[src/rtl/uls_regs.svh]
// Notes on behaviour
// [RULE1] Status bit 7: errored char queued, read clears
// [RULE2] Bit 6: transmitter fully empty, resets to one
// [RULE3] Bit 5: transmit queue empty, several clears; code sets it only at reset
// [RULE4] Long low line: break flag, zero char
// [RULE5] Bad stop bit: framing flag, resynchronise
// [RULE6] Bad parity at queue top sets bit 2
// [RULE7] Full queue: overrun flag, new char dropped
// [RULE8] Next char after space frees overrun state
// [RULE9] Bit 0 high while receive queue nonempty
// [RULE10] Modem bits 7:4 inverted inputs or loopback
// [RULE11] Modem bits 3:0 flag changes, read clears
// [RULE12] Control bits 1:0 drive low-active pins inverted
// [RULE13] Divisor access bit remaps two low offsets
// [RULE14] Sixteen-bit divisor, zero disables serial traffic
// [RULE15] Sample ticks at sixteen times baud rate
// [RULE16] Counter restarts on low divisor byte write
// [RULE17] Software programs divisor 1 to 65535
// [RULE18] Separate sixteen-byte transmit and receive queues
// [RULE19] Three readings per bit, majority wins
// [RULE20] Start checked mid-bit, false start ignored
// [RULE21] Data bits every sixteenth tick, then parity
// [RULE22] Stop bit must be high, store char
// [RULE23] Control bits 1:0 select five to eight bits
// [RULE24] Loopback holds output high, routes internally
// [RULE25] Receiver checks only first stop bit
`ifndef ULS_REGS_SVH
`define ULS_REGS_SVH
// ==========================================================
// Register offsets
`define ULS_OFS_DATA    8'h00
`define ULS_OFS_IEN     8'h04
`define ULS_OFS_IDENT   8'h08
`define ULS_OFS_LCTRL   8'h0c
`define ULS_OFS_MCTRL   8'h10
`define ULS_OFS_LSTAT   8'h14
`define ULS_OFS_MSTAT   8'h18
// ==========================================================
// Field positions and reset values
`define ULS_LC_DLAB     7
`define ULS_LC_BREAK    6
`define ULS_LC_STICK    5
`define ULS_LC_EVEN     4
`define ULS_LC_PEN      3
`define ULS_LC_STOP2    2
`define ULS_MC_LOOP     4
`define ULS_MC_USER_OUTPUT_TWO     3
`define ULS_MC_USER_OUTPUT_ONE     2
`define ULS_MC_RTS      1
`define ULS_MC_DTR      0
`define ULS_LCTRL_RST   8'h07
`define ULS_IDENT_NONE  4'h1
// ==========================================================
// Timing and sizes
`define ULS_MID_NORM    4'h7
`define ULS_MID_IR      4'h3
`define ULS_LAST_TICK   4'hf
`define ULS_FIFO_DEPTH  16
`define ULS_RX_W        11
`endif

[src/rtl/uls_pkg.sv]
package uls_pkg;
  // One-hot receive states
  typedef enum logic [4:0] {
    RX_IDLE  = 5'h01,
    RX_START = 5'h02,
    RX_DATA  = 5'h04,
    RX_PAR   = 5'h08,
    RX_STOP  = 5'h10
  } uls_rx_state_t;
  // One-hot transmit states
  typedef enum logic [4:0] {
    TX_IDLE  = 5'h01,
    TX_START = 5'h02,
    TX_DATA  = 5'h04,
    TX_PAR   = 5'h08,
    TX_STOP  = 5'h10
  } uls_tx_state_t;
endpackage : uls_pkg

[src/rtl/uls_fifo.sv]
`timescale 1ns/100ps
module uls_fifo #(
  parameter int WIDTH = 8,
  parameter int DEPTH = 16
) (
  input  wire logic             clock_i,
  input  wire logic             rst_i,
  input  wire logic             flush_i,
  input  wire logic             in_valid_i,
  output logic                  in_ready_o,
  input  wire logic [WIDTH-1:0] in_data_i,
  output logic                  out_valid_o,
  input  wire logic             out_ready_i,
  output logic [WIDTH-1:0]      out_data_o
);
  localparam int AW = $clog2(DEPTH);
  logic [WIDTH-1:0] mem_q [DEPTH];
  logic [AW-1:0]    wr_q;
  logic [AW-1:0]    rd_q;
  logic [AW:0]      cnt_q;
  logic             push;
  logic             pop;

  assign in_ready_o  = cnt_q != DEPTH[AW:0];
  assign out_valid_o = cnt_q != '0;
  assign out_data_o  = mem_q[rd_q];
  assign push        = in_valid_i && in_ready_o;
  assign pop         = out_valid_o && out_ready_i;

  always_ff @(posedge clock_i) begin
    if (push) begin
      mem_q[wr_q] <= in_data_i;
    end
  end

  always_ff @(posedge clock_i or posedge rst_i) begin
    if (rst_i) begin
      wr_q  <= '0;
      rd_q  <= '0;
      cnt_q <= '0;
    end else if (flush_i) begin
      wr_q  <= '0;
      rd_q  <= '0;
      cnt_q <= '0;
    end else begin
      wr_q  <= push ? wr_q + 1'b1 : wr_q;
      rd_q  <= pop ? rd_q + 1'b1 : rd_q;
      cnt_q <= cnt_q + {{AW{1'b0}}, push} - {{AW{1'b0}}, pop};
    end
  end
endmodule : uls_fifo

[src/rtl/uls_top.sv]
`timescale 1ns/100ps
`include "uls_regs.svh"
module uls_top (
  input  wire logic        clock_i,
  input  wire logic        rst_i,
  input  wire logic        psel_i,
  input  wire logic        penable_i,
  input  wire logic        pwrite_i,
  input  wire logic [7:0]  paddr_i,
  input  wire logic [31:0] pwdata_i,
  output logic [31:0]      prdata_o,
  output logic             pready_o,
  output logic             pslverr_o,
  input  wire logic        infrared_mode_i,
  input  wire logic        rx_i,
  output logic             tx_o,
  input  wire logic        carrier_detect_in_n_i,
  input  wire logic        ring_indicator_in_n_i,
  input  wire logic        set_ready_in_n_i,
  input  wire logic        clear_to_send_in_n_i,
  output logic             request_to_send_out_n_o,
  output logic             terminal_ready_out_n_o
);
  import uls_pkg::*;

  function automatic logic hit(input logic [7:0] a, input logic [7:0] o);
    return a == o;
  endfunction : hit

  function automatic logic maj3(input logic a, input logic b,
                                input logic c);
    return (a & b) | (a & c) | (b & c);
  endfunction : maj3

  function automatic logic par_bit(input logic [7:0] d,
                                   input logic [7:0] lc);
    logic [7:0] m;
    unique case (lc[1:0])
      2'h0: m = 8'h1f;
      2'h1: m = 8'h3f;
      2'h2: m = 8'h7f;
      2'h3: m = 8'hff;
    endcase
    if (lc[`ULS_LC_STICK]) return ~lc[`ULS_LC_EVEN];
    return lc[`ULS_LC_EVEN] ? ^(d & m) : ~^(d & m);
  endfunction : par_bit

  // ==========================================================
  // Register bus, one wait state per access
  logic        acc, wr, rd, dlab;
  logic [31:0] rdata_d;
  logic [31:0] prdata_q;
  logic        pready_q, pslverr_q, mapped;
  logic [7:0]  dll_q, dlh_q, lctrl_q;
  logic [4:0]  mctrl_q;
  logic [3:0]  ien_q;
  logic [15:0] divisor;
  logic        dll_wr, dlh_wr, thr_wr, rbr_rd, lsr_rd, iir_rd, msr_rd;

  assign acc     = psel_i && penable_i && !pready_q;
  assign wr      = acc && pwrite_i;
  assign rd      = acc && !pwrite_i;
  assign dlab    = lctrl_q[`ULS_LC_DLAB];
  assign divisor = {dlh_q, dll_q};                  // see [RULE14]
  assign dll_wr  = wr && dlab && hit(paddr_i, `ULS_OFS_DATA); // see [RULE13]
  assign dlh_wr  = wr && dlab && hit(paddr_i, `ULS_OFS_IEN);
  assign thr_wr  = wr && !dlab && hit(paddr_i, `ULS_OFS_DATA);
  assign rbr_rd  = rd && !dlab && hit(paddr_i, `ULS_OFS_DATA);
  assign lsr_rd  = rd && hit(paddr_i, `ULS_OFS_LSTAT);
  assign iir_rd  = rd && hit(paddr_i, `ULS_OFS_IDENT);
  assign msr_rd  = rd && hit(paddr_i, `ULS_OFS_MSTAT);
  assign mapped  = paddr_i <= `ULS_OFS_MSTAT && paddr_i[1:0] == 2'h0;

  always_ff @(posedge clock_i or posedge rst_i) begin
    if (rst_i) begin
      dll_q   <= 8'h00;
      dlh_q   <= 8'h00;
      lctrl_q <= `ULS_LCTRL_RST;                    // see [RULE23]
      mctrl_q <= 5'h00;
      ien_q   <= 4'h0;
    end else if (wr) begin
      if (dll_wr) dll_q <= pwdata_i[7:0];
      if (dlh_wr) dlh_q <= pwdata_i[7:0];
      if (!dlab && hit(paddr_i, `ULS_OFS_IEN)) ien_q <= pwdata_i[3:0];
      if (hit(paddr_i, `ULS_OFS_LCTRL)) lctrl_q <= pwdata_i[7:0];
      if (hit(paddr_i, `ULS_OFS_MCTRL)) mctrl_q <= pwdata_i[4:0];
    end
  end

  // ==========================================================
  // Status flags
  logic [7:0]  line_status_reg;
  logic [7:0]  msr_hi_q;
  logic [3:0]  delta_q;
  logic [3:0]  ident;
  logic        err_q, temt_q, thre_q, brk_q, fe_q, pe_q, oe_q;
  logic        rx_in_ready, rx_out_valid, rx_push, rx_pop, top_new_q;
  logic        tx_in_ready, tx_out_valid, tx_pop, tx_idle, tx_empty_q;
  logic [10:0] rx_word, rx_top;
  logic [7:0]  tx_top;

  assign line_status_reg = {err_q, temt_q, thre_q, brk_q, fe_q, pe_q, oe_q,
                rx_out_valid};                      // see [RULE9]

  always_comb begin
    if (ien_q[2] && (oe_q || pe_q || fe_q || brk_q)) ident = 4'h6;
    else if (ien_q[0] && rx_out_valid) ident = 4'h4;
    else if (ien_q[1] && thre_q) ident = 4'h2;      // see [RULE3]
    else if (ien_q[3] && delta_q != 4'h0) ident = 4'h0;
    else ident = `ULS_IDENT_NONE;
  end

  always_comb begin
    rdata_d = 32'h0;
    unique case (1'b1)
      hit(paddr_i, `ULS_OFS_DATA):
        rdata_d[7:0] = dlab ? dll_q : (rx_out_valid ? rx_top[7:0] : 8'h00);
      hit(paddr_i, `ULS_OFS_IEN):
        rdata_d[7:0] = dlab ? dlh_q : {4'h0, ien_q};
      hit(paddr_i, `ULS_OFS_IDENT): rdata_d[7:0] = {4'hc, ident};
      hit(paddr_i, `ULS_OFS_LCTRL): rdata_d[7:0] = lctrl_q;
      hit(paddr_i, `ULS_OFS_MCTRL): rdata_d[7:0] = {3'h0, mctrl_q};
      hit(paddr_i, `ULS_OFS_LSTAT): rdata_d[7:0] = line_status_reg;
      hit(paddr_i, `ULS_OFS_MSTAT): rdata_d[7:0] = {msr_hi_q[3:0], delta_q};
      default: rdata_d = 32'h0;
    endcase
  end

  always_ff @(posedge clock_i or posedge rst_i) begin
    if (rst_i) begin
      prdata_q  <= 32'h0;
      pready_q  <= 1'b0;
      pslverr_q <= 1'b0;
    end else begin
      pready_q  <= acc;
      pslverr_q <= acc && !mapped;
      if (rd) prdata_q <= rdata_d;
    end
  end

  // Set wins over a read clear landing in the same cycle
  always_ff @(posedge clock_i or posedge rst_i) begin
    if (rst_i) begin
      err_q <= 1'b0;
      brk_q <= 1'b0;
      fe_q  <= 1'b0;
      pe_q  <= 1'b0;
      oe_q  <= 1'b0;
    end else begin
      err_q <= (rx_push && rx_in_ready && rx_word[10:8] != 3'h0)
               || (err_q && !lsr_rd);               // see [RULE1]
      brk_q <= (top_new_q && rx_out_valid && rx_top[10])
               || (brk_q && !lsr_rd);               // see [RULE4]
      fe_q  <= (top_new_q && rx_out_valid && rx_top[9])
               || (fe_q && !lsr_rd);                // see [RULE5]
      pe_q  <= (top_new_q && rx_out_valid && rx_top[8])
               || (pe_q && !lsr_rd);                // see [RULE6]
      // A dropped char sets, a stored one leaves the overrun state
      oe_q  <= (rx_push && !rx_in_ready)            // see [RULE7]
               || (oe_q && !lsr_rd && !(rx_push && rx_in_ready)); // see [RULE8]
    end
  end

  always_ff @(posedge clock_i or posedge rst_i) begin
    if (rst_i) begin
      thre_q     <= 1'b1;
      temt_q     <= 1'b1;
      tx_empty_q <= 1'b1;
      top_new_q  <= 1'b0;
    end else begin
      tx_empty_q <= !tx_out_valid && tx_idle;
      top_new_q  <= rx_pop || (rx_push && rx_in_ready && !rx_out_valid);
      thre_q <= (!tx_out_valid && tx_pop)
                || (thre_q && !lsr_rd && !iir_rd && !thr_wr); // see [RULE3]
      temt_q <= (!tx_out_valid && tx_idle && !tx_empty_q)
                || (temt_q && !lsr_rd && !thr_wr);  // see [RULE2]
    end
  end

  // ==========================================================
  // Pin synchronisers and modem lines
  logic [4:0] sync1_q, sync2_q;
  logic [3:0] msr_hi_d;

  always_ff @(posedge clock_i or posedge rst_i) begin
    if (rst_i) begin
      sync1_q <= 5'h1f;
      sync2_q <= 5'h1f;
    end else begin
      sync1_q <= {rx_i, carrier_detect_in_n_i, ring_indicator_in_n_i,
                  set_ready_in_n_i, clear_to_send_in_n_i};
      sync2_q <= sync1_q;
    end
  end

  assign msr_hi_d = mctrl_q[`ULS_MC_LOOP]
    ? {mctrl_q[`ULS_MC_USER_OUTPUT_TWO], mctrl_q[`ULS_MC_USER_OUTPUT_ONE],
       mctrl_q[`ULS_MC_DTR], mctrl_q[`ULS_MC_RTS]}
    : ~sync2_q[3:0];                                // see [RULE10]

  always_ff @(posedge clock_i or posedge rst_i) begin
    if (rst_i) begin
      msr_hi_q <= 8'h00;
      delta_q  <= 4'h0;
    end else begin
      msr_hi_q <= {4'h0, msr_hi_d};
      delta_q  <= (msr_hi_d ^ msr_hi_q[3:0])
                  | (delta_q & {4{!msr_rd}});       // see [RULE11]
    end
  end

  always_ff @(posedge clock_i or posedge rst_i) begin
    if (rst_i) begin
      request_to_send_out_n_o <= 1'b1;
      terminal_ready_out_n_o  <= 1'b1;
    end else begin
      request_to_send_out_n_o <= ~mctrl_q[`ULS_MC_RTS]; // see [RULE12]
      terminal_ready_out_n_o  <= ~mctrl_q[`ULS_MC_DTR];
    end
  end

  AST_RTS_PIN: // see [RULE12]
  assert property (@(posedge clock_i) disable iff (rst_i)
    ##1 request_to_send_out_n_o == !$past(mctrl_q[`ULS_MC_RTS]))
    else $error("request to send pin not inverse of control bit");

  AST_MODEM_DELTA: // see [RULE11]
  assert property (@(posedge clock_i) disable iff (rst_i)
    (msr_hi_d != msr_hi_q[3:0]) |=> (delta_q != 4'h0))
    else $error("modem line change not flagged");

  // ==========================================================
  // Baud tick generation
  logic [15:0] baud_cnt_q;
  logic        tick_q;
  logic [3:0]  txdiv_q;
  logic        bit_en;

  always_ff @(posedge clock_i or posedge rst_i) begin
    if (rst_i) begin
      baud_cnt_q <= 16'h0000;
      tick_q     <= 1'b0;
    end else if (dll_wr) begin                      // see [RULE16]
      baud_cnt_q <= {dlh_q, pwdata_i[7:0]};
      tick_q     <= 1'b0;
    end else if (divisor == 16'h0000) begin         // see [RULE14] [RULE17]
      tick_q     <= 1'b0;
    end else if (baud_cnt_q <= 16'h0001) begin      // see [RULE15]
      baud_cnt_q <= divisor;
      tick_q     <= 1'b1;
    end else begin
      baud_cnt_q <= baud_cnt_q - 16'h0001;
      tick_q     <= 1'b0;
    end
  end

  always_ff @(posedge clock_i or posedge rst_i) begin
    if (rst_i) txdiv_q <= 4'h0;
    else if (tick_q) txdiv_q <= txdiv_q + 4'h1;
  end
  assign bit_en = tick_q && txdiv_q == `ULS_LAST_TICK; // see [RULE15]

  AST_ZERO_DIVISOR: // see [RULE14]
  assert property (@(posedge clock_i) disable iff (rst_i)
    (divisor == 16'h0000) |=> !tick_q)
    else $error("sample tick with zero divisor");

  AST_TICK_SPACING: // see [RULE15]
  assert property (@(posedge clock_i) disable iff (rst_i)
    (tick_q && divisor > 16'h0001 && !dll_wr && !dlh_wr) |=> !tick_q)
    else $error("sample ticks too close for divisor");

  // ==========================================================
  // Transmitter
  uls_tx_state_t tx_state_q;
  logic [7:0]    tx_sh_q;
  logic [2:0]    tx_bit_q;
  logic          tx_stop_q, tx_line;
  logic [2:0]    last_bit;

  assign last_bit = {1'b0, lctrl_q[1:0]} + 3'h4;   // see [RULE23]
  assign tx_idle  = tx_state_q == TX_IDLE;
  assign tx_pop   = tx_idle && tx_out_valid;        // see [RULE18]

  always_ff @(posedge clock_i or posedge rst_i) begin
    if (rst_i) begin
      tx_state_q <= TX_IDLE;
      tx_sh_q    <= 8'h00;
      tx_bit_q   <= 3'h0;
      tx_stop_q  <= 1'b0;
    end else begin
      unique case (tx_state_q)
        TX_IDLE: if (tx_pop) begin
          tx_sh_q    <= tx_top;
          tx_state_q <= TX_START;
        end
        TX_START: if (bit_en) begin
          tx_bit_q   <= 3'h0;
          tx_state_q <= TX_DATA;
        end
        TX_DATA: if (bit_en) begin
          tx_bit_q <= tx_bit_q + 3'h1;
          if (tx_bit_q == last_bit) begin
            tx_state_q <= lctrl_q[`ULS_LC_PEN] ? TX_PAR : TX_STOP;
            tx_stop_q  <= 1'b0;
          end
        end
        TX_PAR: if (bit_en) begin
          tx_stop_q  <= 1'b0;
          tx_state_q <= TX_STOP;
        end
        TX_STOP: if (bit_en) begin
          tx_stop_q <= 1'b1;
          if (tx_stop_q || !lctrl_q[`ULS_LC_STOP2]) tx_state_q <= TX_IDLE;
        end
      endcase
    end
  end

  always_comb begin
    unique case (tx_state_q)
      TX_START: tx_line = 1'b0;
      TX_DATA:  tx_line = tx_sh_q[tx_bit_q];
      TX_PAR:   tx_line = par_bit(tx_sh_q, lctrl_q);
      default:  tx_line = 1'b1;
    endcase
  end

  always_ff @(posedge clock_i or posedge rst_i) begin
    if (rst_i) tx_o <= 1'b1;
    else tx_o <= mctrl_q[`ULS_MC_LOOP] ||
                 (!lctrl_q[`ULS_LC_BREAK] && tx_line); // see [RULE24]
  end

  AST_LOOP_TX_HIGH: // see [RULE24]
  assert property (@(posedge clock_i) disable iff (rst_i)
    mctrl_q[`ULS_MC_LOOP] |=> tx_o)
    else $error("serial output not high in loopback");

  // ==========================================================
  // Receiver
  uls_rx_state_t rx_state_q;
  logic [3:0]    rx_cnt_q, mid_c;
  logic [2:0]    rx_bit_q;
  logic [7:0]    rx_data_q;
  logic [1:0]    hist_q;
  logic          rx_src, bit_v, perr_q, zero_q, brk_wait_q;

  // Loopback feeds the transmitter straight in, no sync needed
  assign rx_src = mctrl_q[`ULS_MC_LOOP] ? tx_line : sync2_q[4]; // see [RULE24]
  assign mid_c  = infrared_mode_i ? `ULS_MID_IR : `ULS_MID_NORM; // see [RULE20]
  assign bit_v  = maj3(hist_q[1], hist_q[0], rx_src); // see [RULE19]
  // Only the first stop bit is looked at
  assign rx_push = rx_state_q == RX_STOP && tick_q &&
                   rx_cnt_q == `ULS_LAST_TICK;      // see [RULE22] [RULE25]
  assign rx_word = {~bit_v & zero_q, ~bit_v & ~zero_q,
                    perr_q, rx_data_q};             // see [RULE4] [RULE5]

  always_ff @(posedge clock_i or posedge rst_i) begin
    if (rst_i) hist_q <= 2'h3;
    else if (tick_q) hist_q <= {hist_q[0], rx_src};
  end

  always_ff @(posedge clock_i or posedge rst_i) begin
    if (rst_i) begin
      rx_state_q <= RX_IDLE;
      rx_cnt_q   <= 4'h0;
      rx_bit_q   <= 3'h0;
      rx_data_q  <= 8'h00;
      perr_q     <= 1'b0;
      zero_q     <= 1'b1;
      brk_wait_q <= 1'b0;
    end else begin
      unique case (rx_state_q)
        RX_IDLE: if (!rx_src && !brk_wait_q) begin
          rx_cnt_q   <= 4'h0;
          rx_state_q <= RX_START;
        end else if (rx_src) begin
          brk_wait_q <= 1'b0;                       // see [RULE4]
        end
        RX_START: if (tick_q) begin
          rx_cnt_q <= 4'h0;
          if (rx_cnt_q != mid_c) rx_cnt_q <= rx_cnt_q + 4'h1;
          else if (bit_v) rx_state_q <= RX_IDLE;    // see [RULE20]
          else begin
            rx_bit_q   <= 3'h0;
            rx_data_q  <= 8'h00;
            perr_q     <= 1'b0;
            zero_q     <= 1'b1;
            rx_state_q <= RX_DATA;
          end
        end
        RX_DATA: if (tick_q) begin
          rx_cnt_q <= rx_cnt_q + 4'h1;
          if (rx_cnt_q == `ULS_LAST_TICK) begin     // see [RULE21]
            rx_data_q[rx_bit_q] <= bit_v;
            zero_q   <= zero_q & ~bit_v;
            rx_bit_q <= rx_bit_q + 3'h1;
            if (rx_bit_q == last_bit)
              rx_state_q <= lctrl_q[`ULS_LC_PEN] ? RX_PAR : RX_STOP;
          end
        end
        RX_PAR: if (tick_q) begin
          rx_cnt_q <= rx_cnt_q + 4'h1;
          if (rx_cnt_q == `ULS_LAST_TICK) begin
            perr_q     <= bit_v != par_bit(rx_data_q, lctrl_q); // see [RULE6]
            zero_q     <= zero_q & ~bit_v;
            rx_state_q <= RX_STOP;
          end
        end
        RX_STOP: if (tick_q) begin
          rx_cnt_q <= rx_cnt_q + 4'h1;
          if (rx_cnt_q == `ULS_LAST_TICK) begin
            if (bit_v) rx_state_q <= RX_IDLE;
            else if (zero_q) begin
              brk_wait_q <= 1'b1;                   // see [RULE4]
              rx_state_q <= RX_IDLE;
            end else begin
              // Low stop bit is taken as the next start bit
              rx_bit_q   <= 3'h0;
              rx_data_q  <= 8'h00;
              perr_q     <= 1'b0;
              zero_q     <= 1'b1;
              rx_state_q <= RX_DATA;                // see [RULE5]
            end
          end
        end
      endcase
    end
  end

  AST_FALSE_START: // see [RULE20]
  assert property (@(posedge clock_i) disable iff (rst_i)
    (rx_state_q == RX_START && tick_q && rx_cnt_q == mid_c && bit_v)
    |=> rx_state_q == RX_IDLE)
    else $error("false start bit not ignored");

  AST_OVERRUN_SET: // see [RULE7]
  assert property (@(posedge clock_i) disable iff (rst_i)
    (rx_push && !rx_in_ready) |=> oe_q ##1 (oe_q || $past(lsr_rd)))
    else $error("overrun not flagged");

  AST_DATA_READY: // see [RULE9]
  assert property (@(posedge clock_i) disable iff (rst_i)
    (rx_push && rx_in_ready) |=> line_status_reg[0])
    else $error("data ready low after store");

  // ==========================================================
  // Character queues
  assign rx_pop = rbr_rd && rx_out_valid;

  uls_fifo #(.WIDTH(`ULS_RX_W), .DEPTH(`ULS_FIFO_DEPTH)) u_rx_fifo ( // see [RULE18]
    .clock_i     (clock_i),
    .rst_i       (rst_i),
    .flush_i     (wr && !dlab && hit(paddr_i, `ULS_OFS_IDENT) && pwdata_i[1]),
    .in_valid_i  (rx_push),
    .in_ready_o  (rx_in_ready),
    .in_data_i   (rx_word),
    .out_valid_o (rx_out_valid),
    .out_ready_i (rx_pop),
    .out_data_o  (rx_top)
  );

  uls_fifo #(.WIDTH(8), .DEPTH(`ULS_FIFO_DEPTH)) u_tx_fifo (
    .clock_i     (clock_i),
    .rst_i       (rst_i),
    .flush_i     (wr && !dlab && hit(paddr_i, `ULS_OFS_IDENT) && pwdata_i[2]),
    .in_valid_i  (thr_wr),
    .in_ready_o  (tx_in_ready),
    .in_data_i   (pwdata_i[7:0]),
    .out_valid_o (tx_out_valid),
    .out_ready_i (tx_pop),
    .out_data_o  (tx_top)
  );

  assign prdata_o  = prdata_q;
  assign pready_o  = pready_q;
  assign pslverr_o = pslverr_q;
endmodule : uls_top

[config.mk]
export PLATFORM = sky130hd
export DESIGN_NAME = uls_top
export DESIGN_NICKNAME = d
export VERILOG_FILES = /design/src/rtl/uls_pkg.sv /design/src/rtl/uls_fifo.sv /design/src/rtl/uls_top.sv
export VERILOG_INCLUDE_DIRS = /design/src /design/src/rtl
export SDC_FILE = /design/constraint.sdc
export NUM_CORES = 1
export LEC_CHECK = 0
export BUFFER_PORTS_ARGS = -buffer_cell sky130_fd_sc_hd__buf_2
export CORE_MARGIN = 5
export CORE_UTILIZATION = 55
export CTS_BUF_LIST = sky130_fd_sc_hd__clkbuf_4
export CTS_CLUSTER_DIAMETER = 120
export CTS_CLUSTER_SIZE = 12
export DETAILED_ROUTE_END_ITERATION = 8
export PLACE_DENSITY_LB_ADDON = 0.25
export SYNTH_ARGS = -nofsm -noshare
export SYNTH_HDL_FRONTEND = slang
export SYNTH_SLANG_ARGS = --single-unit
[constraint.sdc]
create_clock -name clock_i -period 4.37 [get_ports clock_i]
set_clock_uncertainty 0.2 [all_clocks]
set_input_delay 0.2185 -clock clock_i [delete_from_list [all_inputs] [get_ports clock_i]]
set_output_delay 0.2185 -clock clock_i [all_outputs]
set_load 0.03 [all_outputs]
==> impl_metrics.py, run 1 <==
metrics = {
    "clock_tree": {
        "h-tree-depth": 2,
        "cts-root-buf": "clkbuf_4",
        "clockBufferDepth": 3,
        "clk_pin_slew_ns": 0.14,
        "post_cts_buffers": 0,
        "cts_tree": "yes",
        "cts_inserted_buffers": 44,
        "insertion_delay_ns": 0.73,
        "cts_sinks": 466,
    },
    "timing": {
        "timing.fmax_mhz": 260,
        "worst_slack_ns": 0.524,
        "worst_pin_slew_ns": 1.07,
        "min_period_ns": 3.85,
        "finalSetupViolations": 0,
        "fin_tns_setup_ns": 0,
        "final-hold-violation-count": 0,
        "finalCritPeriodShare_pct": 88.0,
        "grt_setup_unrepaired": "false",
        "slew_headroom_pct": 28.5,
        "maxSlewViolCount": 0,
        "hold_slack_ns": 0.105,
    },
    "yosys": {
        "yosysUniqueCellTypes": 77,
        "synthFlopType": "edfxtp_1",
        "ys_ff_latch": 466,
        "yosysTopAreaCell": "edfxtp_1",
        "synth.avg_cell_area_um2": 15.2,
        "netlist_instances": 1335,
        "yosys-top-cells-area": "edfxtp_1 45%, dfrtp_1 17%, mux4_2 11%",
        "yosys.area.top_type_share_pct": 45.0,
        "ys_async_sr_fraction_pct": 34.8,
        "yosysWarnings": 0,
        "ys_seq_area_share_pct": 65.2,
        "synth-edff-count": 304,
        "syn_area_mm2": 0.0203,
    },
    "die": {
        "die_width_um": 202,
        "dieArea_mm2": 0.0408,
        "start_util_pct": 55.5,
        "die_y_um": 202,
        "ios": 88,
        "core_mm2": 0.0365,
        "rows": 70,
    },
    "setup_path": {
        "setup.worst_path.end_class": "flip-flop",
        "critPathTopFamily": "compound AO/OA/AOI/OAI gates",
        "crit_required_ns": 4.52,
        "path_buf_inv": 0,
        "critical_path_arrival_ns": 4.00,
        "slowest_delay_ns": 0.83,
        "crit_type": "flip-flop to flip-flop",
        "crit_path_cell_trace": "nor2b_1 -> a2111oi_1 -> o31a_2 -> nor4b_2 -> o21ai_2 -> a21oi_4 -> maj3_4 -> nor2_1",
        "start_kind": "flip-flop",
        "cp_slowest_cell": "nor2_1",
        "critPathMaxFanout": 16,
    },
    "drt": {
        "drcViolationCount": 0,
        "drt-total-wl_mm": 43.6,
        "wire_per_inst_um": 22.5,
        "ant_nets": 0,
        "vias_per_cell": 6.08,
        "first_iter_violations": 1000,
        "vias": 11800,
        "drt-pass1-iter-count": 8,
    },
    "global_routing": {
        "grt_use_total_pct": 21.5,
        "antenna_found_initial": 3,
        "grt_pass1_vias": 11600,
        "grt_pass1_wl_mm": 68.3,
        "grt.overflow.total": 0,
        "grt_start_max_net_pins": 163,
    },
    "power_and_ir_drop": {
        "p_per_area_mw_per_mm2": 333,
        "p_leak_nw": 8.47,
        "p_total_mw": 7.31,
        "peakVddDrop_mv": 0.343,
    },
    "placed_design": {
        "port_buffers": 39,
        "dp_cells": 1814,
        "place_area_mm2": 0.0210,
        "place_hpwl_mm": 28.5,
        "dp_slack_ns": 0.617,
        "gp_congestion": 0.880,
    },
    "layout": {
        "fillerInstances": 2766,
        "nets": 1508,
        "area_growth_pct": 8.17,
        "final_area_mm2": 0.0219,
        "finalNonFillerCells": 1935,
        "drive_gt1_share_pct": 22.3,
        "final_util_pct": 60.0,
    },
    "worst_hold_path": {
        "hp-class": "input pin to async pin",
    },
    "outcome": {
        "status": "completed",
    },
    "job": {
        "cap_violations": 0,
    },
}
kinds of logic (layout without fill, tap and decap cells):
logic type	count (synthesis)	after routing	share of synthesized area (%)
adder cells (fa/ha/maj)	31	31	1.99
flip-flops	466	466	65.2
buffers and inverters	118	221	2.74
multiplexers	150	150	13.7
AO/OA/AOI/OAI	177	177	5.75
AND/OR/NAND/NOR	347	347	8.66
other	1	30	0.0185
XOR/XNOR	45	45	2.01
worst paths after layout:
path                            start                      end  slack [ns]  depth (start not counted)
setup / recovery           lctrl_q[1]  u_rx_fifo.mem_q[14][10]        0.52                          8
hold / removal                  rst_i           baud_cnt_q[14]        0.10                          4
setup reg to reg           lctrl_q[1]  u_rx_fifo.mem_q[14][10]        0.52                          8
hold reg to reg            sync1_q[3]               sync2_q[3]        0.15                          0
max in group asynchronous       rst_i        u_tx_fifo.rd_q[0]        3.21                          4
min in group clock_i       paddr_i[7]                   thre_q        0.11                          6
synthesized netlist by cell type, types with 6 or more instances:
master and count:
edfxtp_1 304, inv_1 40, o221ai_1 8, dfrtp_1 138, a22oi_1 10, nor2_1 91, or3_1 7, a21oi_1 56
nor4_1 11, buf_4 24, o22ai_1 7, nand4_1 10, nand3b_1 6, nand2_1 88, o21ai_0 36, nor2b_1 7
a222oi_1 6, nand2b_1 6, mux4_2 97, o31ai_1 7, xnor2_1 32, and2_1 28, dfstp_2 24, buf_1 13
a22o_1 6, and3_1 10, a31oi_1 6, nor3_1 19, xor2_1 12, nand3_1 30, nor3b_1 10, a211oi_1 6
ha_1 28, clkbuf_1 35, mux2_2 43, mux2i_1 10
final cells by class:
class | count | area (µm²) | share of cell area [%]
Multi-Input combinational cell | 774 | 6590 | 30.1
Clock buffer | 79 | 593 | 2.70
Tap cell | 468 | 586 | 2.67
Sequential cell | 466 | 13200 | 60.3
Timing Repair Buffer | 100 | 766 | 3.49
Clock inverter | 1 | 3.75 | 0.0171
Inverter | 41 | 158 | 0.719
Antenna cell | 6 | 15.0 | 0.0685
sequential cells by signal, summed over array words and instances (netlist names), 8 cells and up:
register,cells
u_rx_fifo.mem_q,176
u_tx_fifo.mem_q,128
baud_cnt_q,16
dlh_q,8
dll_q,8
lctrl_q,8
prdata_o,8
rx_data_q,8
tx_sh_q,8
layer usage:
| metal | part of all wire (%) | up-vias | track usage, % |
|---|---|---|---|
| li1 | - | 5257 | - |
| met1 | 43 | 6012 | 31.8 |
| met2 | 47 | 436 | 33.1 |
| met3 | 7.0 | 61 | 4.17 |
| met4 | 2.3 | 4 | 5.93 |
| met5 | 0.060 | - | 0 |
repair_timing:
item / CTS / global route
endpoints found under the hold margin: 351 / 0
gates resized for setup: 0 / 0
hold buffers: 35 / 0
worst reg2reg max path: stages (launching register included):
cell and delay [ns]:
dfstp_2 0.71, nor2b_1 0.11, a2111oi_1 0.58, o31a_2 0.23, nor4b_2 0.05, o21ai_2 0.21
a21oi_4 0.11, maj3_4 0.44, nor2_1 0.84
report_power, final:
group	internal, mW	switching (mW)
logic	0.152	0.242
clock network	0.805	1.34
registers	4.73	0.0453
cells in the final DEF, fill, tap and decap left out, drive strengths merged, types with 6 or more instances in the layout:
cell type	n
a211oi	7
a21oi	57
a222oi	6
a22o	6
a22oi	10
a31oi	6
and2	30
and3	10
buf	65
clkbuf	79
conb	24
dfrtp	138
dfstp	24
diode	6
dlygate4sd3	35
edfxtp	304
ha	28
inv	39
mux2	43
mux2i	10
mux4	97
nand2	89
nand2b	6
nand3	30
nand3b	6
nand4	10
nor2	91
nor2b	7
nor3	19
nor3b	11
nor4	13
o21ai	39
o221ai	8
o22ai	7
o31ai	7
or3	7
xnor2	32
xor2	12
Note: power is estimated with default switching activity, not from simulation.
==> inputs of run 2 (changes only) <==
--- a/config.mk
+++ b/config.mk
@@ -6,6 +6,7 @@
 export SDC_FILE = /design/constraint.sdc
 export NUM_CORES = 1
 export LEC_CHECK = 0
+export ABC_AREA = 1
 export BUFFER_PORTS_ARGS = -buffer_cell sky130_fd_sc_hd__buf_2
 export CORE_MARGIN = 5
 export CORE_UTILIZATION = 55
@@ -13,7 +14,7 @@
 export CTS_CLUSTER_DIAMETER = 120
 export CTS_CLUSTER_SIZE = 12
 export DETAILED_ROUTE_END_ITERATION = 8
-export PLACE_DENSITY_LB_ADDON = 0.25
+export PLACE_DENSITY_LB_ADDON = 0.12
 export SYNTH_ARGS = -nofsm -noshare
 export SYNTH_HDL_FRONTEND = slang
 export SYNTH_SLANG_ARGS = --single-unit
==> run 2 against run 1 <==
Effect of this change: setup slack worse by 0.35 ns; non-clock buffer count up 13; hold slack got worse by 0.082 ns; critical path depth grew 6; register-to-register slack gained 0.43 ns; fmax fell by 8.4%; first-iteration DRC count increased by 14%; synthesized cell count rose by 48%; via count rose by 25%; flip-flop and latch count is the same; highest routed layer is now met4.
==> impl_metrics.py, run 2 <==
metrics = {
    "outcome": {
        "status": "completed",
    },
    "drt": {
        "wire_per_inst_um": 19.2,
        "vias": 14700,
        "first_iter_violations": 1136,
        "vias_per_cell": 5.65,
        "ant_nets": 0,
        "drcViolationCount": 0,
        "drt-pass1-iter-count": 5,
        "drt-total-wl_mm": 50.2,
    },
    "clock_tree": {
        "cts_inserted_buffers": 44,
        "h-tree-depth": 2,
        "cts-root-buf": "clkbuf_4",
        "cts_sinks": 466,
        "post_cts_buffers": 0,
        "insertion_delay_ns": 0.78,
        "clk_pin_slew_ns": 0.14,
        "clockBufferDepth": 3,
        "cts_tree": "yes",
    },
    "timing": {
        "slew_headroom_pct": 37.7,
        "finalSetupViolations": 0,
        "worst_slack_ns": 0.174,
        "finalCritPeriodShare_pct": 96.0,
        "timing.fmax_mhz": 238,
        "min_period_ns": 4.20,
        "worst_pin_slew_ns": 0.934,
        "maxSlewViolCount": 0,
        "grt_setup_unrepaired": "true",
        "final-hold-violation-count": 0,
    },
    "yosys": {
        "synthFlopType": "edfxtp_1",
        "ys_async_sr_fraction_pct": 34.8,
        "synth_commonest_cells": "304 x edfxtp_1, 285 x nand2_1, 276 x nor2_1",
        "yosysUniqueCellTypes": 62,
        "yosys.area.top_type_share_pct": 43.5,
        "yosysTopAreaCell": "edfxtp_1",
        "synth_most_common_cell": "edfxtp_1",
        "synth.avg_cell_area_um2": 10.6,
        "synth-edff-count": 304,
        "yosysWarnings": 0,
        "ys_ff_latch": 466,
        "netlist_instances": 1981,
        "ys_seq_area_share_pct": 63.0,
        "syn_area_mm2": 0.0210,
        "yosys-top-cells-area": "edfxtp_1 44%, dfrtp_1 16%, o21ai_0 6.1%",
    },
    "placed_design": {
        "dp_slack_ns": 1.03,
        "place_area_mm2": 0.0217,
        "gp_congestion": 0.943,
        "place_hpwl_mm": 32.1,
        "port_buffers": 39,
        "dp_cells": 2486,
    },
    "setup_path": {
        "r2r_setup_slack_ns": 0.95,
        "critical_path_arrival_ns": 4.39,
        "crit_type": "input pin to flip-flop",
        "cpMostUsedCell": "nor2_1",
        "start_kind": "input pin",
        "critPathMaxFanout": 10,
        "crit_path_cell_trace": "dlygate4sd3_1 -> buf_2 -> dlygate4sd3_1 -> nand2_1 -> dlygate4sd3_1 -> nor2_1 -> inv_1 -> nor2_1 -> inv_1 -> nor2_1 -> nand2_1 -> a21oi_2 -> nand2_1 -> nor2_1",
        "crit_required_ns": 4.56,
        "cp_slowest_cell": "nor2_1",
        "slowest_delay_ns": 0.66,
        "setup.worst_path.end_class": "flip-flop",
    },
    "die": {
        "ios": 88,
        "die_y_um": 205,
        "dieArea_mm2": 0.0421,
        "core_mm2": 0.0377,
        "rows": 71,
        "die_width_um": 205,
        "start_util_pct": 55.7,
    },
    "layout": {
        "drive_gt1_share_pct": 11.3,
        "regMostFlops": "u_rx_fifo.mem_q",
        "final_cell_mix": "304 x edfxtp_1, 285 x nand2_1, 275 x nor2_1, 256 x o21ai_0, 160 x inv_1",
        "reg_top3": "u_rx_fifo.mem_q (176), u_tx_fifo.mem_q (128), baud_cnt_q (16)",
        "fillerInstances": 3231,
        "nets": 2141,
        "seq_area_mm2": 0.0132,
        "final_area_mm2": 0.0227,
        "multiInputGateArea_mm2": 0.00668,
        "largest_reg_flops": 176,
        "finalNonFillerCells": 2610,
        "layout_commonest_cell": "edfxtp_1",
        "area_growth_pct": 8.25,
    },
    "global_routing": {
        "antenna_found_initial": 1,
        "grt_start_max_net_pins": 163,
        "grt.overflow.total": 0,
        "grt_use_total_pct": 24.1,
        "grt_pass1_wl_mm": 78.9,
        "grt_pass1_vias": 14300,
    },
    "job": {
        "cap_violations": 0,
    },
    "worst_hold_path": {
        "hp-class": "input pin to async pin",
    },
    "power_and_ir_drop": {
        "peakVddDrop_mv": 0.267,
        "p_leak_nw": 8.35,
        "p_per_area_mw_per_mm2": 327,
        "p_total_mw": 7.43,
    },
}
## run 2: cell count changes in the layout (fill, tap and decap cells not counted), sizes merged, moves of 19 or more
cell    before  now
mux4        97    0
and2        30    0
nand3       30   72
o22ai        7   33
o221ai       8   58
xnor2       32   13
inv         39  173
mux2        43    1
o211ai       3   22
nand2       89  290
nor2        91  282
a21oi       57   37
o21ai       39  262
## run 2: worst max-delay path: cells and delay by family
kind,cells,cell delay (ns)
buffers and inverters,6,1.93
AOI/OAI and AO/OA,1,0.46
and+or+nand+nor,7,1.78
## run 2: cell type report
type / count / share of cell area (%)
clock inverters: 1 / 0.0165
clock buffers: 79 / 2.61
diodes: 5 / 0.0551
inverters: 176 / 2.93
well taps: 511 / 2.82
multi-input cells: 1259 / 29.4
repair buffers: 113 / 3.90
flip-flops and latches: 466 / 58.2
## run 2: logic make-up after synthesis
kind of cell | share of synthesized area (%)
AO/OA/AOI/OAI | 13.3
XOR/XNOR | 1.34
adder cells (fa/ha/maj) | 1.86
buffers and inverters | 5.53
flip-flops | 63.0
multiplexers | 0.197
other | 0.0179
AND/OR/NAND/NOR | 14.7
## run 2: what timing repair did
| item | CTS | global route |
|---|---|---|
| gates resized for setup | 0 | 1 |
| endpoints found under the hold margin | 378 | 0 |
| hold buffers | 40 | 0 |
| endpoints found under the setup margin | 0 | 4 |
## run 2: final timing paths
path / start / end / cells after the start
max reg2reg: pready_o / u_tx_fifo.mem_q[8][3] / 9
max in group asynchronous: rst_i / u_rx_fifo.rd_q[0] / 4
max: penable_i / u_tx_fifo.mem_q[8][3] / 14
min reg2reg: sync1_q[4] / sync2_q[4] / 0
min: rst_i / rx_cnt_q[2] / 4
min in group clock_i: paddr_i[6] / pslverr_o / 5
## run 2: report_power, final
part | internal (mW) | switching, mW
registers | 4.74 | 0.0554
logic | 0.173 | 0.304
clock network | 0.804 | 1.35
total | 5.72 | 1.71
## run 2: metrics by stage
step	util, %	TNS (ns)	hold WS, ns
2_1_floorplan	-	0	0.0230
3_3_place_gp	57.6	0	0.124
3_5_place_dp	57.6	0	0.126
4_1_cts	60.2	0	0.00935
5_1_grt	60.2	-0.0230	0.0762
6_report	60.2	0	0.0226
## run 2: layer usage
layer | GRT usage [%] | vias up | wire length, µm
met4 | 9.74 | 0 | 1900
met3 | 3.31 | 104 | 2540
met1 | 31.9 | 7179 | 21200
met5 | 0 | - | 0
li1 | - | 7086 | -
met2 | 40.8 | 380 | 24600
==> inputs of run 3 (changes only) <==
--- a/config.mk
+++ b/config.mk
@@ -14,6 +14,7 @@
 export CTS_CLUSTER_DIAMETER = 120
 export CTS_CLUSTER_SIZE = 12
 export DETAILED_ROUTE_END_ITERATION = 8
+export MAX_ROUTING_LAYER = met4
 export PLACE_DENSITY_LB_ADDON = 0.12
 export SYNTH_ARGS = -nofsm -noshare
 export SYNTH_HDL_FRONTEND = slang
==> run 3 against run 2 <==
Effect of this change: sequential power about the same; largest power group unchanged; clock power about the same; critical path depth stayed put; utilization hardly changed; via count is 0.24% lower; sequential share of layout area is essentially flat; critical endpoint is now u_tx_fifo.mem_q[2][4]; cell count hardly changed.
==> impl_metrics.py, run 3 (synthesized netlist as in run 2, its figures left out) <==
metrics = {
    "die": {
        "core_mm2": 0.0377,
        "rows": 71,
        "die_y_um": 205,
        "start_util_pct": 55.7,
        "die_width_um": 205,
        "dieArea_mm2": 0.0421,
        "ios": 88,
    },
    "global_routing": {
        "grt_use_total_pct": 24.9,
        "grt_start_max_net_pins": 163,
        "grt_pass1_wl_mm": 79.3,
        "grt_pass1_vias": 14500,
        "antenna_found_initial": 2,
        "grt.overflow.total": 0,
    },
    "worst_hold_path": {
        "hp-class": "input pin to async pin",
    },
    "setup_path": {
        "r2r_setup_slack_ns": 1.00,
        "critPathMaxFanout": 10,
        "start_kind": "input pin",
        "crit_type": "input pin to flip-flop",
        "critical_path_arrival_ns": 4.44,
        "setup.worst_path.end_class": "flip-flop",
        "crit_required_ns": 4.58,
    },
    "timing": {
        "grt_setup_unrepaired": "true",
        "worst_pin_slew_ns": 0.959,
        "maxSlewViolCount": 0,
        "finalCritPeriodShare_pct": 96.6,
        "timing.fmax_mhz": 237,
        "finalSetupViolations": 0,
        "slew_headroom_pct": 36.0,
        "fin_tns_setup_ns": 0,
        "min_period_ns": 4.22,
        "final-hold-violation-count": 0,
    },
    "layout": {
        "final_util_pct": 60.2,
        "layout_commonest_cell": "edfxtp_1",
        "final_cell_mix": "304 x edfxtp_1, 285 x nand2_1, 266 x nor2_1, 256 x o21ai_0, 160 x inv_1",
        "largest_reg_flops": 176,
        "fillerInstances": 3242,
        "drive_gt1_share_pct": 12.0,
        "area_growth_pct": 8.21,
        "reg_top3": "u_rx_fifo.mem_q (176), u_tx_fifo.mem_q (128), baud_cnt_q (16)",
        "seq_area_mm2": 0.0132,
        "multiInputGateArea_mm2": 0.00670,
        "nets": 2141,
        "regMostFlops": "u_rx_fifo.mem_q",
    },
    "clock_tree": {
        "cts_sinks": 466,
        "clk_pin_slew_ns": 0.13,
        "cts-root-buf": "clkbuf_4",
        "insertion_delay_ns": 0.79,
        "clockBufferDepth": 3,
        "h-tree-depth": 2,
        "cts_tree": "yes",
        "cts_inserted_buffers": 44,
    },
    "placed_design": {
        "gp_congestion": 0.910,
        "place_hpwl_mm": 32.2,
        "port_buffers": 39,
    },
    "outcome": {
        "status": "completed",
    },
    "job": {
        "cap_violations": 0,
    },
    "power_and_ir_drop": {
        "p_total_mw": 7.45,
        "p_per_area_mw_per_mm2": 328,
        "p_leak_nw": 8.35,
        "peakVddDrop_mv": 0.258,
    },
    "drt": {
        "drt-pass1-iter-count": 6,
        "wire_per_inst_um": 19.3,
        "drt-total-wl_mm": 50.4,
        "vias": 14700,
        "vias_per_cell": 5.64,
        "first_iter_violations": 1201,
        "drcViolationCount": 0,
        "ant_nets": 0,
    },
}
==> run 3: changes by cell type in the layout (fill, tap and decap cells not counted), moves of 3 or more <==
cell,previous run,this run
diode_2,5,2
inv_2,13,16
nor2_2,4,13
buf_4,32,36
nor2_1,275,266
==> run 3: path summary, 6_finish.rpt <==
check	from	end	cells past startpoint
max in group asynchronous	rst_i	u_tx_fifo.cnt_q[0]	4
worst max-delay path	penable_i	u_tx_fifo.mem_q[2][4]	14
min in group clock_i	pwrite_i	prdata_o[5]	5
worst min-delay path	rst_i	txdiv_q[0]	4
worst min register to register	sync1_q[3]	sync2_q[3]	0
worst max register to register	pready_o	u_tx_fifo.mem_q[2][4]	9
==> run 3: worst max-delay path, cell delays in order <==
cell           delay (ns)
dlygate4sd3_1        0.55
buf_2                0.11
dlygate4sd3_1        0.54
nand2_1              0.06
dlygate4sd3_1        0.56
nor2_1               0.13
inv_1                0.09
nor2_1               0.28
inv_1                0.10
nor2_1               0.16
nand2_1              0.21
a21oi_2              0.46
nand2_1              0.27
nor2_1               0.69
==> run 3: area by class of cell <==
cell class	instances	share of cell area, %
multi-input combinational	1259	29.5
clock inverter	3	0.0496
clock buffer	79	2.61
timing repair buffer	113	3.77
inverter	176	2.93
antenna	2	0.0221
sequential	466	58.2
tap	511	2.82
==> run 3: stage by stage <==
stage	setup slack (ns)	hold slack, ns	cells	area (µm²)
global route	-0.0535	0.107	2609	22700
finish	0.147	0.00951	2609	22700
CTS	0.294	0.0247	2607	22700
global placement	1.07	0.123	2488	21700
detailed placement	0.989	0.125	2488	21700
floorplan	1.48	0.0230	2004	21100
==> run 3: timing repair <==
action	in CTS	in global routing
buffers inserted	0	0
setup endpoints to repair	0	46
hold endpoints to repair	376	0
hold buffers	37	0
resized for setup	0	10
==> run 3: metal layers <==
layer | part of all wire (%) | GRT usage, % | wire [µm]
met5 | 0 | - | 0
met4 | 3.6 | 9.19 | 1830
met3 | 4.5 | 2.70 | 2280
met2 | 50 | 41.2 | 25000
met1 | 42 | 32.2 | 21200
==> run 3: power breakdown <==
group,internal (mW),switching (mW),total (mW)
Sequential,4.74,0.0543,4.79
Combinational,0.173,0.307,0.481
Clock,0.807,1.37,2.18
Total,5.72,1.73,7.45
